File: config.mk
export PLATFORM = sky130hd
export DESIGN_NAME = cpud_seq
export DESIGN_NICKNAME = d
export VERILOG_FILES = /design/src/cpud_pkg.sv /design/src/cpud_decode.sv /design/src/cpud_seq.sv
export VERILOG_INCLUDE_DIRS = /design/src
export SDC_FILE = /design/constraint.sdc
export NUM_CORES = 1
export LEC_CHECK = 0
export BUFFER_PORTS_ARGS = -buffer_cell sky130_fd_sc_hd__buf_4
export CAP_MARGIN = 20
export CORE_MARGIN = 8
export CORE_UTILIZATION = 40
export CTS_BUF_LIST = sky130_fd_sc_hd__clkbuf_8
export DETAILED_ROUTE_END_ITERATION = 10
export PLACE_DENSITY_LB_ADDON = 0.12
export SLEW_MARGIN = 25
export SYNTH_ARGS = -nofsm -noshare
export SYNTH_HDL_FRONTEND = slang
export SYNTH_SLANG_ARGS = --single-unit
File: constraint.sdc
create_clock -name clk_sys -period 6.7 [get_ports clk_sys]
set_clock_uncertainty 0.2 [all_clocks]
set_input_delay 1.34 -clock clk_sys [delete_from_list [all_inputs] [get_ports clk_sys]]
set_output_delay 1.34 -clock clk_sys [all_outputs]
set_load 0.005 [all_outputs]
File: src/cpud_defs.svh
// constants for the opcode decoder and bus cycle sequencer
// How it works
// - opcode 94: two cycles, free then fetch, stack pointer = index pair - 1
// - wait: free then fetch, clears interrupt mask, then stops executing
// - a free cycle is one bus clock and shows as a read
// - fetch reads next program byte; operand read/write moves one byte
// - push writes one stack byte; each push is a bus cycle
// - vectors come from the top page, high byte first
// - relative offsets are signed bytes from the next instruction
// - direct mode address is zero high byte and operand low byte
// - 8-bit index offsets are unsigned, added to the index pair
// - bit instructions take bit number 0 to 2 from the opcode
// - 00 branch if bit 0 set, 10 set bit 0, both five cycles
// - 05 branch if bit 2 clear, 15 clear bit 2, five cycles
// - 20 branch always three cycles; 30 negate direct five cycles
// - 31 compare-branch direct five cycles; 41 accumulator form four cycles
// - 35 store index pair four cycles; 45 load index pair three cycles
`ifndef CPUD_DEFS_SVH
`define CPUD_DEFS_SVH

`define CPUD_VEC_RST         16'hfffe
`define CPUD_VEC_IRQ         16'hfff8
`define CPUD_STACK_PTR_RST   16'h00ff
`define CPUD_FLAGS_RST       8'h68

`define CPUD_FLG_C           0
`define CPUD_FLG_Z           1
`define CPUD_FLG_N           2
`define CPUD_FLG_I           3
`define CPUD_FLG_V           7

`define CPUD_OP_XFER         8'h94
`define CPUD_OP_WAIT         8'h8f
`define CPUD_OP_NEGATE       8'h30
`define CPUD_OP_CMP_DIR      8'h31
`define CPUD_OP_CMP_IDX      8'h61
`define CPUD_OP_ACC_CMP      8'h41
`define CPUD_OP_STORE_DIR    8'h35
`define CPUD_OP_LOAD_LIT     8'h45
`define CPUD_OP_LOAD_DIR     8'h55
`define CPUD_OP_BITMAN_LAST  4'h5
`define CPUD_OP_REL_FIRST    8'h20
`define CPUD_OP_REL_LAST     8'h25

`define CPUD_CYC_XFER        4'd2
`define CPUD_CYC_WAIT        4'd2
`define CPUD_CYC_BITMAN      4'd5
`define CPUD_CYC_REL         4'd3
`define CPUD_CYC_NEGATE      4'd5
`define CPUD_CYC_CMP         4'd5
`define CPUD_CYC_ACC_CMP     4'd4
`define CPUD_CYC_STORE       4'd4
`define CPUD_CYC_LOAD_LIT    4'd3
`define CPUD_CYC_LOAD_DIR    4'd4

`endif

File: src/cpud_pkg.sv
// types shared by the opcode decoder and the cycle sequencer
package cpud_pkg;
  typedef enum logic [3:0] {
    k_rst     = 4'b0000,
    k_irq     = 4'b0001,
    k_xfer    = 4'b0010,
    k_wait    = 4'b0011,
    k_brbit   = 4'b0100,
    k_bitwr   = 4'b0101,
    k_brrel   = 4'b0110,
    k_negate  = 4'b0111,
    k_cmpeq   = 4'b1000,
    k_acmp    = 4'b1001,
    k_store   = 4'b1010,
    k_ldlit   = 4'b1011,
    k_lddir   = 4'b1100,
    k_illegal = 4'b1101
  } cpud_cls_t;
  // f free, p operand fetch, r read, w write, s push, v vector, n opcode fetch, d wait fetch
  typedef enum logic [2:0] {
    cyc_f = 3'b000,
    cyc_p = 3'b001,
    cyc_r = 3'b010,
    cyc_w = 3'b011,
    cyc_s = 3'b100,
    cyc_v = 3'b101,
    cyc_n = 3'b110,
    cyc_d = 3'b111
  } cpud_code_t;
  typedef enum logic [1:0] {
    st_run  = 2'b00,
    st_halt = 2'b01,
    st_dead = 2'b10
  } cpud_st_t;
endpackage : cpud_pkg

File: src/cpud_decode.sv
// opcode decoder: instruction class, bit number and cycle count
`timescale 1ns/1ps
`include "cpud_defs.svh"
module cpud_decode (
  input  logic [7:0]          opcode,   // byte from the opcode fetch
  output cpud_pkg::cpud_cls_t cls,      // instruction class
  output logic [2:0]          bit_num,  // bit selected by bit instructions
  output logic [3:0]          cycles,   // documented cycle count
  output logic                legal     // opcode is in the decode map
);
  always_comb begin
    cls     = cpud_pkg::k_illegal;
    cycles  = 4'd0;
    legal   = 1'b1;
    bit_num = opcode[3:1];
    if (opcode[7:4] == 4'h0 && opcode[3:0] <= `CPUD_OP_BITMAN_LAST) begin
      cls    = cpud_pkg::k_brbit;
      cycles = `CPUD_CYC_BITMAN;
    end else if (opcode[7:4] == 4'h1 && opcode[3:0] <= `CPUD_OP_BITMAN_LAST) begin
      cls    = cpud_pkg::k_bitwr;
      cycles = `CPUD_CYC_BITMAN;
    end else if (opcode >= `CPUD_OP_REL_FIRST && opcode <= `CPUD_OP_REL_LAST) begin
      cls    = cpud_pkg::k_brrel;
      cycles = `CPUD_CYC_REL;
    end else begin
      case (opcode)
        `CPUD_OP_NEGATE: begin
          cls    = cpud_pkg::k_negate;
          cycles = `CPUD_CYC_NEGATE;
        end
        `CPUD_OP_CMP_DIR, `CPUD_OP_CMP_IDX: begin
          cls    = cpud_pkg::k_cmpeq;
          cycles = `CPUD_CYC_CMP;
        end
        `CPUD_OP_ACC_CMP: begin
          cls    = cpud_pkg::k_acmp;
          cycles = `CPUD_CYC_ACC_CMP;
        end
        `CPUD_OP_STORE_DIR: begin
          cls    = cpud_pkg::k_store;
          cycles = `CPUD_CYC_STORE;
        end
        `CPUD_OP_LOAD_LIT: begin
          cls    = cpud_pkg::k_ldlit;
          cycles = `CPUD_CYC_LOAD_LIT;
        end
        `CPUD_OP_LOAD_DIR: begin
          cls    = cpud_pkg::k_lddir;
          cycles = `CPUD_CYC_LOAD_DIR;
        end
        `CPUD_OP_XFER: begin
          cls    = cpud_pkg::k_xfer;
          cycles = `CPUD_CYC_XFER;
        end
        `CPUD_OP_WAIT: begin
          cls    = cpud_pkg::k_wait;
          cycles = `CPUD_CYC_WAIT;
        end
        default: legal = 1'b0;
      endcase
    end
  end
endmodule : cpud_decode

File: src/cpud_seq.sv
// bus cycle sequencer: cycle codes, operand capture and instruction effects
`timescale 1ns/1ps
`include "cpud_defs.svh"
module cpud_seq #(
  parameter int unsigned ADDR_W = 16   // address width
) (
  input  logic                 clk_sys,       // bus clock, 40 MHz
  input  logic                 rstn,          // synchronous reset, active low
  input  logic [7:0]           bus_rdata,     // read data of the current cycle
  input  logic                 irq_req,       // interrupt pending, level
  output logic [ADDR_W-1:0]    bus_addr_reg,  // bus address
  output logic                 bus_rd_reg,    // read cycle
  output logic                 bus_wr_reg,    // write cycle
  output logic [7:0]           bus_wdata_reg, // write data
  output cpud_pkg::cpud_code_t cyc_code_reg,  // code of the current cycle
  output logic                 halted_reg,    // stopped by wait
  output logic                 illegal_reg    // illegal opcode, to reset logic
);
  if (ADDR_W != 16) begin : g_chk
    $error("cpud_seq serves a 16-bit address only");
  end

  cpud_pkg::cpud_cls_t  cls_reg, cls_next, dec_cls;
  cpud_pkg::cpud_st_t   st_reg, st_next;
  cpud_pkg::cpud_code_t code_cur;
  logic [2:0]  step_reg, step_next, bit_reg, bit_next, dec_bit;
  logic [3:0]  cyc_reg, cyc_next, dec_cyc;
  logic        dec_legal;
  logic [7:0]  ir_reg, ir_next, opnd_reg, opnd_next;
  logic [7:0]  rel_reg, rel_next, mem_reg, mem_next;
  logic [7:0]  h_reg, h_next, x_reg, x_next;
  logic [7:0]  acc_reg, flags_reg, flags_next;
  logic [15:0] pc_reg, pc_next, sp_reg, sp_next, ea_reg, ea_next;
  logic [15:0] addr_next, hx_w, rel_sx;
  logic [7:0]  wdata_next, bit_mask, minus_mem;
  logic        rd_next, wr_next, halted_next, illegal_next, taken, cond;
  cpud_pkg::cpud_code_t code_next;

  assign hx_w     = {h_reg, x_reg};
  assign rel_sx   = {{8{rel_reg[7]}}, rel_reg};
  assign bit_mask = 8'h01 << bit_reg;
  assign acc_reg  = 8'h00;

  cpud_decode u_dec (
    .opcode  (bus_rdata),
    .cls     (dec_cls),
    .bit_num (dec_bit),
    .cycles  (dec_cyc),
    .legal   (dec_legal)
  );

  function automatic logic [15:0] ea_index(input logic [15:0] hx, input logic [15:0] off);
    ea_index = hx + off;
  endfunction : ea_index

  function automatic logic [15:0] rel_target(input logic [15:0] pc, input logic [15:0] off);
    rel_target = pc + off;
  endfunction : rel_target

  function automatic logic [7:0] hx_flags(input logic [7:0] f, input logic [15:0] v);
    hx_flags = f;
    hx_flags[`CPUD_FLG_V] = 1'b0;
    hx_flags[`CPUD_FLG_N] = v[15];
    hx_flags[`CPUD_FLG_Z] = (v == 16'h0000);
  endfunction : hx_flags

  // cycle code of each step of each class; the last step fetches the next opcode
  function automatic cpud_pkg::cpud_code_t code_of(input cpud_pkg::cpud_cls_t c,
                                                   input logic [2:0] s);
    code_of = cpud_pkg::cyc_f;
    case (c)
      cpud_pkg::k_rst:
        code_of = (s == 3'd2) ? cpud_pkg::cyc_n : cpud_pkg::cyc_v;
      cpud_pkg::k_irq:
        if (s == 3'd7) code_of = cpud_pkg::cyc_n;
        else if (s >= 3'd5) code_of = cpud_pkg::cyc_v;
        else code_of = cpud_pkg::cyc_s;
      cpud_pkg::k_xfer:
        code_of = (s == 3'd0) ? cpud_pkg::cyc_f : cpud_pkg::cyc_n;
      cpud_pkg::k_wait:
        code_of = (s == 3'd0) ? cpud_pkg::cyc_f : cpud_pkg::cyc_d;
      cpud_pkg::k_brbit, cpud_pkg::k_cmpeq:
        case (s)
          3'd0:    code_of = cpud_pkg::cyc_p;
          3'd1:    code_of = cpud_pkg::cyc_r;
          3'd2:    code_of = cpud_pkg::cyc_p;
          3'd3:    code_of = cpud_pkg::cyc_f;
          default: code_of = cpud_pkg::cyc_n;
        endcase
      cpud_pkg::k_bitwr, cpud_pkg::k_negate:
        case (s)
          3'd0:    code_of = cpud_pkg::cyc_p;
          3'd1:    code_of = cpud_pkg::cyc_r;
          3'd2:    code_of = cpud_pkg::cyc_f;
          3'd3:    code_of = cpud_pkg::cyc_w;
          default: code_of = cpud_pkg::cyc_n;
        endcase
      cpud_pkg::k_brrel:
        case (s)
          3'd0:    code_of = cpud_pkg::cyc_p;
          3'd1:    code_of = cpud_pkg::cyc_f;
          default: code_of = cpud_pkg::cyc_n;
        endcase
      cpud_pkg::k_acmp:
        case (s)
          3'd0, 3'd1: code_of = cpud_pkg::cyc_p;
          3'd2:       code_of = cpud_pkg::cyc_f;
          default:    code_of = cpud_pkg::cyc_n;
        endcase
      cpud_pkg::k_store:
        case (s)
          3'd0:       code_of = cpud_pkg::cyc_p;
          3'd1, 3'd2: code_of = cpud_pkg::cyc_w;
          default:    code_of = cpud_pkg::cyc_n;
        endcase
      cpud_pkg::k_ldlit:
        code_of = (s <= 3'd1) ? cpud_pkg::cyc_p : cpud_pkg::cyc_n;
      cpud_pkg::k_lddir:
        case (s)
          3'd0:       code_of = cpud_pkg::cyc_p;
          3'd1, 3'd2: code_of = cpud_pkg::cyc_r;
          default:    code_of = cpud_pkg::cyc_n;
        endcase
      default: code_of = cpud_pkg::cyc_f;
    endcase
  endfunction : code_of

  always_comb begin
    cls_next     = cls_reg;
    st_next      = st_reg;
    step_next    = step_reg + 3'd1;
    bit_next     = bit_reg;
    cyc_next     = cyc_reg;
    ir_next      = ir_reg;
    opnd_next    = opnd_reg;
    rel_next     = rel_reg;
    mem_next     = mem_reg;
    h_next       = h_reg;
    x_next       = x_reg;
    flags_next   = flags_reg;
    pc_next      = pc_reg;
    sp_next      = sp_reg;
    ea_next      = ea_reg;
    halted_next  = halted_reg;
    illegal_next = illegal_reg;
    minus_mem    = 8'h00 - mem_reg;
    cond         = 1'b0;
    taken        = 1'b0;
    code_cur     = code_of(cls_reg, step_reg);
    // consume the cycle that is on the bus now
    if (st_reg == cpud_pkg::st_halt) begin
      step_next = step_reg;
      if (irq_req) begin
        st_next     = cpud_pkg::st_run;
        cls_next    = cpud_pkg::k_irq;
        step_next   = 3'd0;
        halted_next = 1'b0;
      end
    end else if (st_reg == cpud_pkg::st_dead) begin
      step_next = step_reg;
    end else begin
      case (code_cur)
        cpud_pkg::cyc_p: begin
          pc_next = pc_reg + 16'd1;
          if (step_reg == 3'd0) begin
            opnd_next = bus_rdata;
            // a plain branch carries its offset as the first operand byte
            if (cls_reg == cpud_pkg::k_brrel) rel_next = bus_rdata;
            if (cls_reg == cpud_pkg::k_cmpeq && ir_reg[6])
              ea_next = ea_index(hx_w, {8'h00, bus_rdata});
            else
              ea_next = {8'h00, bus_rdata};
          end else begin
            rel_next = bus_rdata;
          end
        end
        cpud_pkg::cyc_r: begin
          mem_next = bus_rdata;
          if (cls_reg == cpud_pkg::k_lddir) begin
            ea_next = ea_reg + 16'd1;
            if (step_reg == 3'd1) h_next = bus_rdata;
            else x_next = bus_rdata;
          end
        end
        cpud_pkg::cyc_w:
          if (cls_reg == cpud_pkg::k_store) ea_next = ea_reg + 16'd1;
        cpud_pkg::cyc_s:
          sp_next = sp_reg - 16'd1;
        cpud_pkg::cyc_v: begin
          flags_next[`CPUD_FLG_I] = 1'b1;
          if (step_reg[0] == (cls_reg == cpud_pkg::k_irq)) pc_next[15:8] = bus_rdata;
          else pc_next[7:0] = bus_rdata;
        end
        cpud_pkg::cyc_d: begin
          st_next     = cpud_pkg::st_halt;
          halted_next = 1'b1;
        end
        cpud_pkg::cyc_n: begin
          step_next = 3'd0;
          // pc stays on the opcode so that the stacked return address repeats it
          if (irq_req && !flags_reg[`CPUD_FLG_I]) begin
            cls_next = cpud_pkg::k_irq;
          end else if (!dec_legal) begin
            st_next      = cpud_pkg::st_dead;
            illegal_next = 1'b1;
          end else begin
            ir_next  = bus_rdata;
            cls_next = dec_cls;
            bit_next = dec_bit;
            cyc_next = dec_cyc;
            pc_next  = pc_reg + 16'd1;
          end
        end
        default:
          if (cls_reg == cpud_pkg::k_wait) flags_next[`CPUD_FLG_I] = 1'b0;
      endcase
      // effects land just before the final fetch, whose address may depend on them
      if (code_cur != cpud_pkg::cyc_n && code_of(cls_reg, step_next) == cpud_pkg::cyc_n) begin
        case (cls_reg)
          cpud_pkg::k_xfer:
            sp_next = hx_w - 16'd1;
          cpud_pkg::k_brbit: begin
            flags_next[`CPUD_FLG_C] = mem_reg[bit_reg];
            taken = (mem_reg[bit_reg] != ir_reg[0]);
          end
          cpud_pkg::k_brrel: begin
            case (ir_reg[2:1])
              2'b00:   cond = 1'b1;
              2'b01:   cond = !(flags_reg[`CPUD_FLG_C] || flags_reg[`CPUD_FLG_Z]);
              default: cond = !flags_reg[`CPUD_FLG_C];
            endcase
            taken = cond ^ ir_reg[0];
          end
          cpud_pkg::k_negate: begin
            flags_next[`CPUD_FLG_V] = (minus_mem == 8'h80);
            flags_next[`CPUD_FLG_N] = minus_mem[7];
            flags_next[`CPUD_FLG_Z] = (minus_mem == 8'h00);
            flags_next[`CPUD_FLG_C] = (minus_mem != 8'h00);
          end
          cpud_pkg::k_cmpeq: begin
            taken = (acc_reg == mem_reg);
            if (ir_reg[6]) {h_next, x_next} = hx_w + 16'd1;
          end
          cpud_pkg::k_acmp:
            taken = (acc_reg == opnd_reg);
          cpud_pkg::k_store:
            flags_next = hx_flags(flags_reg, hx_w);
          cpud_pkg::k_ldlit: begin
            h_next     = opnd_reg;
            // the low byte is on the bus in this very cycle, not yet registered
            x_next     = rel_next;
            flags_next = hx_flags(flags_reg, {opnd_reg, rel_next});
          end
          cpud_pkg::k_lddir:
            flags_next = hx_flags(flags_reg, {h_next, x_next});
          default: taken = 1'b0;
        endcase
        if (taken) pc_next = rel_target(pc_reg, rel_sx);
      end
    end
    // issue the next cycle
    code_next  = code_of(cls_next, step_next);
    rd_next    = 1'b0;
    wr_next    = 1'b0;
    addr_next  = pc_next;
    wdata_next = 8'h00;
    if (st_next == cpud_pkg::st_run) begin
      case (code_next)
        cpud_pkg::cyc_r: begin
          rd_next   = 1'b1;
          addr_next = ea_next;
        end
        cpud_pkg::cyc_w: begin
          wr_next   = 1'b1;
          addr_next = ea_next;
          if (cls_next == cpud_pkg::k_store) wdata_next = (step_next == 3'd1) ? h_next : x_next;
          else if (cls_next == cpud_pkg::k_negate) wdata_next = 8'h00 - mem_next;
          else if (ir_reg[0]) wdata_next = mem_next & ~bit_mask;
          else wdata_next = mem_next | bit_mask;
        end
        cpud_pkg::cyc_s: begin
          wr_next   = 1'b1;
          addr_next = sp_next;
          case (step_next)
            3'd0:    wdata_next = pc_next[7:0];
            3'd1:    wdata_next = pc_next[15:8];
            3'd2:    wdata_next = x_next;
            3'd3:    wdata_next = acc_reg;
            default: wdata_next = flags_next;
          endcase
        end
        cpud_pkg::cyc_v: begin
          rd_next = 1'b1;
          addr_next = ((cls_next == cpud_pkg::k_irq) ? `CPUD_VEC_IRQ : `CPUD_VEC_RST)
                    + {15'h0000, step_next[0] ^ (cls_next == cpud_pkg::k_irq)};
        end
        default:
          rd_next = 1'b1;
      endcase
    end
  end

  always_ff @(posedge clk_sys) begin
    if (!rstn) begin
      cls_reg       <= cpud_pkg::k_rst;
      st_reg        <= cpud_pkg::st_run;
      step_reg      <= 3'd0;
      bit_reg       <= 3'd0;
      cyc_reg       <= 4'd0;
      ir_reg        <= 8'h00;
      opnd_reg      <= 8'h00;
      rel_reg       <= 8'h00;
      mem_reg       <= 8'h00;
      h_reg         <= 8'h00;
      x_reg         <= 8'h00;
      flags_reg     <= `CPUD_FLAGS_RST;
      pc_reg        <= 16'h0000;
      sp_reg        <= `CPUD_STACK_PTR_RST;
      ea_reg        <= 16'h0000;
      bus_addr_reg  <= `CPUD_VEC_RST;
      bus_rd_reg    <= 1'b1;
      bus_wr_reg    <= 1'b0;
      bus_wdata_reg <= 8'h00;
      cyc_code_reg  <= cpud_pkg::cyc_v;
      halted_reg    <= 1'b0;
      illegal_reg   <= 1'b0;
    end else begin
      cls_reg       <= cls_next;
      st_reg        <= st_next;
      step_reg      <= step_next;
      bit_reg       <= bit_next;
      cyc_reg       <= cyc_next;
      ir_reg        <= ir_next;
      opnd_reg      <= opnd_next;
      rel_reg       <= rel_next;
      mem_reg       <= mem_next;
      h_reg         <= h_next;
      x_reg         <= x_next;
      flags_reg     <= flags_next;
      pc_reg        <= pc_next;
      sp_reg        <= sp_next;
      ea_reg        <= ea_next;
      bus_addr_reg  <= addr_next;
      bus_rd_reg    <= rd_next;
      bus_wr_reg    <= wr_next;
      bus_wdata_reg <= wdata_next;
      cyc_code_reg  <= code_next;
      halted_reg    <= halted_next;
      illegal_reg   <= illegal_next;
    end
  end

  // cycles since the last opcode fetch, read only by the checks below
  logic [3:0] a_cnt_reg;
  always_ff @(posedge clk_sys) begin
    if (!rstn) a_cnt_reg <= 4'd0;
    else if (cyc_code_reg == cpud_pkg::cyc_n) a_cnt_reg <= 4'd1;
    else if (a_cnt_reg != 4'hf) a_cnt_reg <= a_cnt_reg + 4'd1;
  end

  logic run_w;
  assign run_w = (st_reg == cpud_pkg::st_run);
endmodule : cpud_seq

### Word level (Yosys, flattened, before mapping)

Index checks and enable logic that the tools add are counted.
W data, S select, Z words.

| operators by class | value |
|---|---|
| add/sub/neg operators | 11 |
| magnitude comparators | 10 |
| equal/unequal tests | 67 |
| shift-type cells | 1 |
| mux-type cells | 152 |
| bitwise gates (word level) | 9 |
| reductions and logical operators | 51 |

Operators with widths:

| operator | count |
|---|---|
| $mux W16 | 18 |
| $mux W8 | 35 |
| $pmux W16 S3 | 3 |
| $pmux W3 S11 | 3 |
| $pmux W3 S2 | 12 |
| $mux W3 | 18 |
| $add A16 B1 Y16 const B | 3 |
| $logic_not A16 Y1 | 3 |
| $pmux W8 S2 | 3 |
| $eq A4 B4 Y1 const B | 10 |
| $mux W4 | 9 |
| $pmux W3 S4 | 3 |
| $eq A4 B3 Y1 const B | 8 |
| $eq A8 B7 Y1 const B | 4 |
| $pmux W4 S8 | 1 |
| $pmux W8 S4 | 1 |
| $reduce_or A2 Y1 | 16 |
| $sub A16 B1 Y16 const B | 2 |
| $eq A3 B2 Y1 const B | 10 |
| $eq A3 B3 Y1 const B | 10 |
| $pmux W3 S3 | 3 |
| $eq A8 B6 Y1 const B | 3 |
| $eq A8 B8 Y1 const B | 3 |
| $logic_not A8 Y1 | 3 |
| 48 further kinds | 117 |

| word-level totals | value |
|---|---|
| bits in registers | 146 |
| bits of input ports | 11 |
| output and inout bits | 31 |

### Depth between registers and ports, before layout

| depth | value |
|---|---|
| word-level depth | 30 |
| gate-level depth with buffers | 19 |

### Modules after synthesis

Synthesis repeated with hierarchy kept, for this count alone.

| unflattened totals | value |
|---|---|
| cells, all modules | 1707 |
| area, all modules | 12557.0 um^2 |

By module, submodules not included:

| module | times used | cells an instance | area each (um^2) | sequential area each (um^2) |
|---|---|---|---|---|
| cpud_seq | 1 | 1649 | 12177.9 | 2802.7 |
| cpud_decode | 1 | 58 | 379.1 | 0.0 |

### Worst setup path before layout

Ideal clock, no wire load.

| timing | value |
|---|---|
| kind | input port to flip-flop |
| start | input port bus_rdata[1] |
| end | register bus_addr_reg[15] |
| arrival | 4.491 ns |
| setup slack | 1.887 ns |
| cell stages on the path | 14 |
| cell sequence | clkbuf_1 -> a2111oi_0 -> and2_1 -> a31oi_1 -> a21oi_1 -> a21oi_1 -> mux2_2 -> and2_1 -> nand3_2 -> a21oi_2 -> nor3_4 -> xnor2_2 -> nand3_1 -> o32a_1 |

| on the way | value |
|---|---|
| word-level cells in the longest chain between the ends | 18 |

RTL lines:

| item | RTL line | RTL |
|---|---|---|
| start: declaration | cpud_seq.sv:9 | `input logic [7:0] bus_rdata,` |
| $eq A8 B6 Y1 (tied with other cells) | cpud_decode.sv:26 | `case (opcode)` |
| $reduce_or A2 Y1 / $reduce_or A9 Y1 (equally long branches) | - |  |
| $pmux W4 S8 / $mux W1 (equally long branches) | cpud_decode.sv:26 |  |
| $mux W4 / $mux W1 (equally long branches) | cpud_decode.sv:22 | `` end else if (opcode >= `CPUD_OP_REL_FIRST && opcode <= `CPUD_OP_REL_LAST) begin `` |
| $mux W4 / $mux W1 (equally long branches) | cpud_decode.sv:19 | `` end else if (opcode[7:4] == 4'h1 && opcode[3:0] <= `CPUD_OP_BITMAN_LAST) begin `` |
| $mux W4 / $mux W1 (equally long branches) | cpud_decode.sv:16 | `` if (opcode[7:4] == 4'h0 && opcode[3:0] <= `CPUD_OP_BITMAN_LAST) begin `` |
| $mux W4 | cpud_seq.sv:203 | `end else if (!dec_legal) begin` |
| $mux W4 | cpud_seq.sv:201 | `` if (irq_req && !flags_reg[`CPUD_FLG_I]) begin `` |
| (+2 left out) | - |  |
| $mux W4 | cpud_seq.sv:151 | `if (st_reg == cpud_pkg::st_halt) begin` |
| $eq A4 B3 Y1 / $eq A4 B4 Y1 (equally long branches) | cpud_seq.sv:71 | `case (c)` |
| $reduce_or A2 Y1 | cpud_seq.sv:71 |  |
| $pmux W3 S11 | cpud_seq.sv:71 |  |
| $eq A3 B2 Y1 | cpud_seq.sv:268 | `case (code_next)` |
| $reduce_or A2 Y1 (no source line) | - |  |
| $pmux W16 S3 | cpud_seq.sv:268 |  |
| $mux W16 (*) | cpud_seq.sv:267 | `if (st_next == cpud_pkg::st_run) begin` |
| end signal: assignment | cpud_seq.sv:320 | `` bus_addr_reg <= `CPUD_VEC_RST; `` |
| end signal: assignment | cpud_seq.sv:343 | `bus_addr_reg <= addr_next;` |
| end: declaration | cpud_seq.sv:11 | `output logic [ADDR_W-1:0] bus_addr_reg,` |

Mark *: on every way between the ends. The rest lies on a longest branch, timed or not.
A chain may end at the register's enable or synchronous reset.

### Worst setup path after layout

| timing | value |
|---|---|
| start | register cls_reg[1] |
| end | register bus_wdata_reg[7] |

| on the way | value |
|---|---|
| word-level cells in the longest chain between the ends | 21 |

RTL lines:

| item | RTL line | RTL |
|---|---|---|
| start: declaration | cpud_seq.sv:23 | `cpud_pkg::cpud_cls_t cls_reg, cls_next, dec_cls;` |
| start signal: assignment | cpud_seq.sv:305 | `cls_reg <= cpud_pkg::k_rst;` |
| start signal: assignment | cpud_seq.sv:328 | `cls_reg <= cls_next;` |
| $eq A4 B3 Y1 (tied with other cells) | cpud_seq.sv:71, cpud_seq.sv:219 |  |
| $reduce_or A2 Y1 | cpud_seq.sv:71 |  |
| $pmux W3 S11 | cpud_seq.sv:71 |  |
| $eq A3 B3 Y1 | cpud_seq.sv:162 | `case (code_cur)` |
| $mux W3 | cpud_seq.sv:162 |  |
| $mux W3 | cpud_seq.sv:159 | `end else if (st_reg == cpud_pkg::st_dead) begin` |
| $mux W3 | cpud_seq.sv:151 |  |
| $ge A3 B3 Y1 (tied with other cells) | cpud_seq.sv:76 | `else if (s >= 3'd5) code_of = cpud_pkg::cyc_v;` |
| (+4 left out) | - |  |
| $mux W3 | cpud_seq.sv:151 |  |
| $eq A3 B3 Y1 | cpud_seq.sv:218 | `if (code_cur != cpud_pkg::cyc_n && code_of(cls_reg, step_next) == cpud_pkg::cyc_n) begin` |
| $logic_and A1 B1 Y1 | cpud_seq.sv:218 |  |
| $mux W8 | cpud_seq.sv:218 |  |
| $mux W8 | cpud_seq.sv:159 |  |
| $mux W8 | cpud_seq.sv:151 |  |
| $mux W8 (2 in series) | cpud_seq.sv:276 | `if (cls_next == cpud_pkg::k_store) wdata_next = (step_next == 3'd1) ? h_next : x_next;` |
| $pmux W8 S2 | cpud_seq.sv:268 |  |
| end signal: assignment | cpud_seq.sv:346 | `bus_wdata_reg <= wdata_next;` |
| end: declaration | cpud_seq.sv:14 | `output logic [7:0] bus_wdata_reg,` |

Parallel ways exist; a longest one is shown, timed or not. The select of a mux whose other input is x is not followed.

==> metrics <==
Post-Syn Area 12000 µm²; Slew Viols, Final 0; pre-CTS setup slack 0.733 ns; sequential fraction of design power 0.251; dpl hpwl 39100 µm; Fillers 3082; Post-Layout Cell Count 2055; Critical Path AT 6.46 ns; first-pass GRT wire length 79100 µm; register area 2760 µm²; Die Y-Extent 189 µm; leakage 4.93 nW; Initial Util 0.406; via count 13400; die extent in x 189 µm; pin count of the biggest net entering global routing 52; switching share of power 0.512; worst skew pair latency 0.51 ns; endpoints failing setup 0; DRT iter0 DRCs 1662; grt ovf 0; Post-CTS Hold Fix Bufs 0; Final WS setup 0.456 ns; post-synth net total 1719; YS warnings 0; # DRC 0; CP Launch Type flop; GP Congestion 0.974; final worst-path cycle share 0.932; power per cell area 341 nW/µm²; most numerous cell in the Yosys netlist nor2_1; port bufs 41; post-CTS sizing 0; Post-synth top cells nor2_1 (204), a21oi_1 (143), dfxtp_1 (138); minimum clock period 6.24 ns; Antenna Cells 0; HP Class flop to flop; RSZ-0062 raised after global routing no; Hold Fails Final Rpt 0; Num CTS Buffers 17; required time of the critical path 6.92 ns; WHS 0.286 ns; vias in the first global route 12500; top cells by area, synth dfxtp_1 (23%), nor2_1 (6.4%), a21oi_1 (6.0%); area grow syn2layout 8.48%; Setup CP Type flop to flop; Worst VDD drop 0.143 mV; post-synthesis cell count 1669; Sink Count 138; Core Region 29600 µm²; clock group share of total power 0.178; CTS max path bufs 2; fmax 160 MHz; crit path max fanout 31; drt wl/cell 25.6 µm; I/O pin count 42; Worst-path clk slew 0.13 ns; CTS tree yes; Rows 63; Max Cap Viol 0; placed cell count 2023; Post-synth EDFFs 0; part of the Yosys area used for sequential elements 0.230; dominant cell type by area after synthesis dfxtp_1; drt pass-1 iters 6; #FFs+latches synth 138; combinational share of power 0.570; post-synth cell types 94; DR vias/cell 6.50; Mapped Avg Cell Area 7.18 µm²; Synth async-reset ratio 0; ys flop type dfxtp_1; Total GRT Usage 0.288; sw power 2.27 mW; total wire length 52700 µm; Yosys top cell area share 0.230; fin nets 1702; multi-input logic area 8630 µm²; post-CTS setup buffers 0; PnR Total Power 4.44 mW; crit end category flop; htree depth 4; share of layout cells above drive strength 1 0.0925; initial antenna violation count 0; Int Power 2.16 mW; CTS Root Cell clkbuf_8; total negative setup slack 0 ns; max_slew headroom 0.242; DRT antenna net count 0; Worst-Margin Slew 1.13 ns; status completed; Die Area 35800 µm²
[layout make-up]
type                       instances  share of cell area
clock buffer                      19              0.0201
clock inverter                    13              0.0120
inverter                          45              0.0130
multi-input combinational       1378               0.663
sequential                       138               0.212
tap                              390              0.0375
timing repair buffer              72              0.0416
[through the flow]
stage	utilization	cell area (µm²)
after global routing	0.440	13000
after detailed placement	0.426	12600
final	0.440	13000
after floorplan	-	12000
after global placement	0.426	12600
after CTS	0.440	13000
[layer usage]
layer,routed length (µm),vias to the layer above,global-route usage
met5,0,-,0
met2,23100,664,0.439
met4,2030,0,0.121
met1,22700,6460,0.383
met3,4890,115,0.0697
li1,-,6114,-
[power by group through the flow]
| stage | registers (mW) | logic [mW] | clock network [mW] |
|---|---|---|---|
| final | 1.12 | 2.53 | 0.792 |
| after global routing | 1.13 | 2.69 | 0.834 |
| after floorplan | 1.05 | 1.63 | 0 |
| after global placement | 1.13 | 2.45 | 0 |
| after CTS | 1.11 | 2.45 | 0.796 |
| after detailed placement | 1.12 | 2.44 | 0 |
[cells in the final DEF (no fill, tap or decap), drive strengths merged, types with 10 or more instances in the layout]
master,count
nor2,205
xor2,32
xnor2,36
o31ai,10
nand4,11
nor3,62
a22oi,28
dfxtp,138
o21a,14
or2,10
a21oi,144
a221oi,10
and3,37
o21ai,129
nor3b,12
clkbuf,19
nor2b,16
nand2b,24
nand3,66
inv,52
o22a,12
or4,13
or3,22
o221ai,10
and2,47
buf,72
nor4,18
a22o,11
o22ai,25
a211oi,19
ha,37
mux2i,37
o211ai,14
nand2,136
[cell families (layout without fill, tap and decap cells)]
logic type / after synthesis / count (layout) / synth area share
XOR/XNOR: 68 / 68 / 0.0509
buffers and inverters: 153 / 149 / 0.0524
AO/OA/AOI/OAI: 525 / 525 / 0.288
multiplexers: 48 / 48 / 0.0431
AND/OR/NAND/NOR: 698 / 698 / 0.293
flip-flops: 138 / 138 / 0.230
adder cells (fa/ha/maj): 39 / 39 / 0.0420
[worst paths after layout]
path / startpoint / end / slack, ns / depth (start not counted)
setup / recovery: cls_reg[1] / bus_wdata_reg[7] / 0.46 / 12
hold / removal: opnd_reg[0] / opnd_reg[0] / 0.29 / 2
hold reg to reg: opnd_reg[0] / opnd_reg[0] / 0.29 / 2
setup reg to reg: cls_reg[1] / bus_wdata_reg[7] / 0.46 / 12
[worst max-delay path: stages, from the launching register on]
cell,delay (ns)
dfxtp_1,1.04
nor4_1,0.18
a32oi_4,0.45
o31ai_1,0.16
or3_1,0.69
o32ai_1,0.98
nor2_1,0.31
buf_4,0.30
o21ai_1,0.73
a22oi_1,0.53
a211oi_1,0.31
o21ai_0,0.12
o22ai_1,0.15
(Power assumes the default switching activity.)
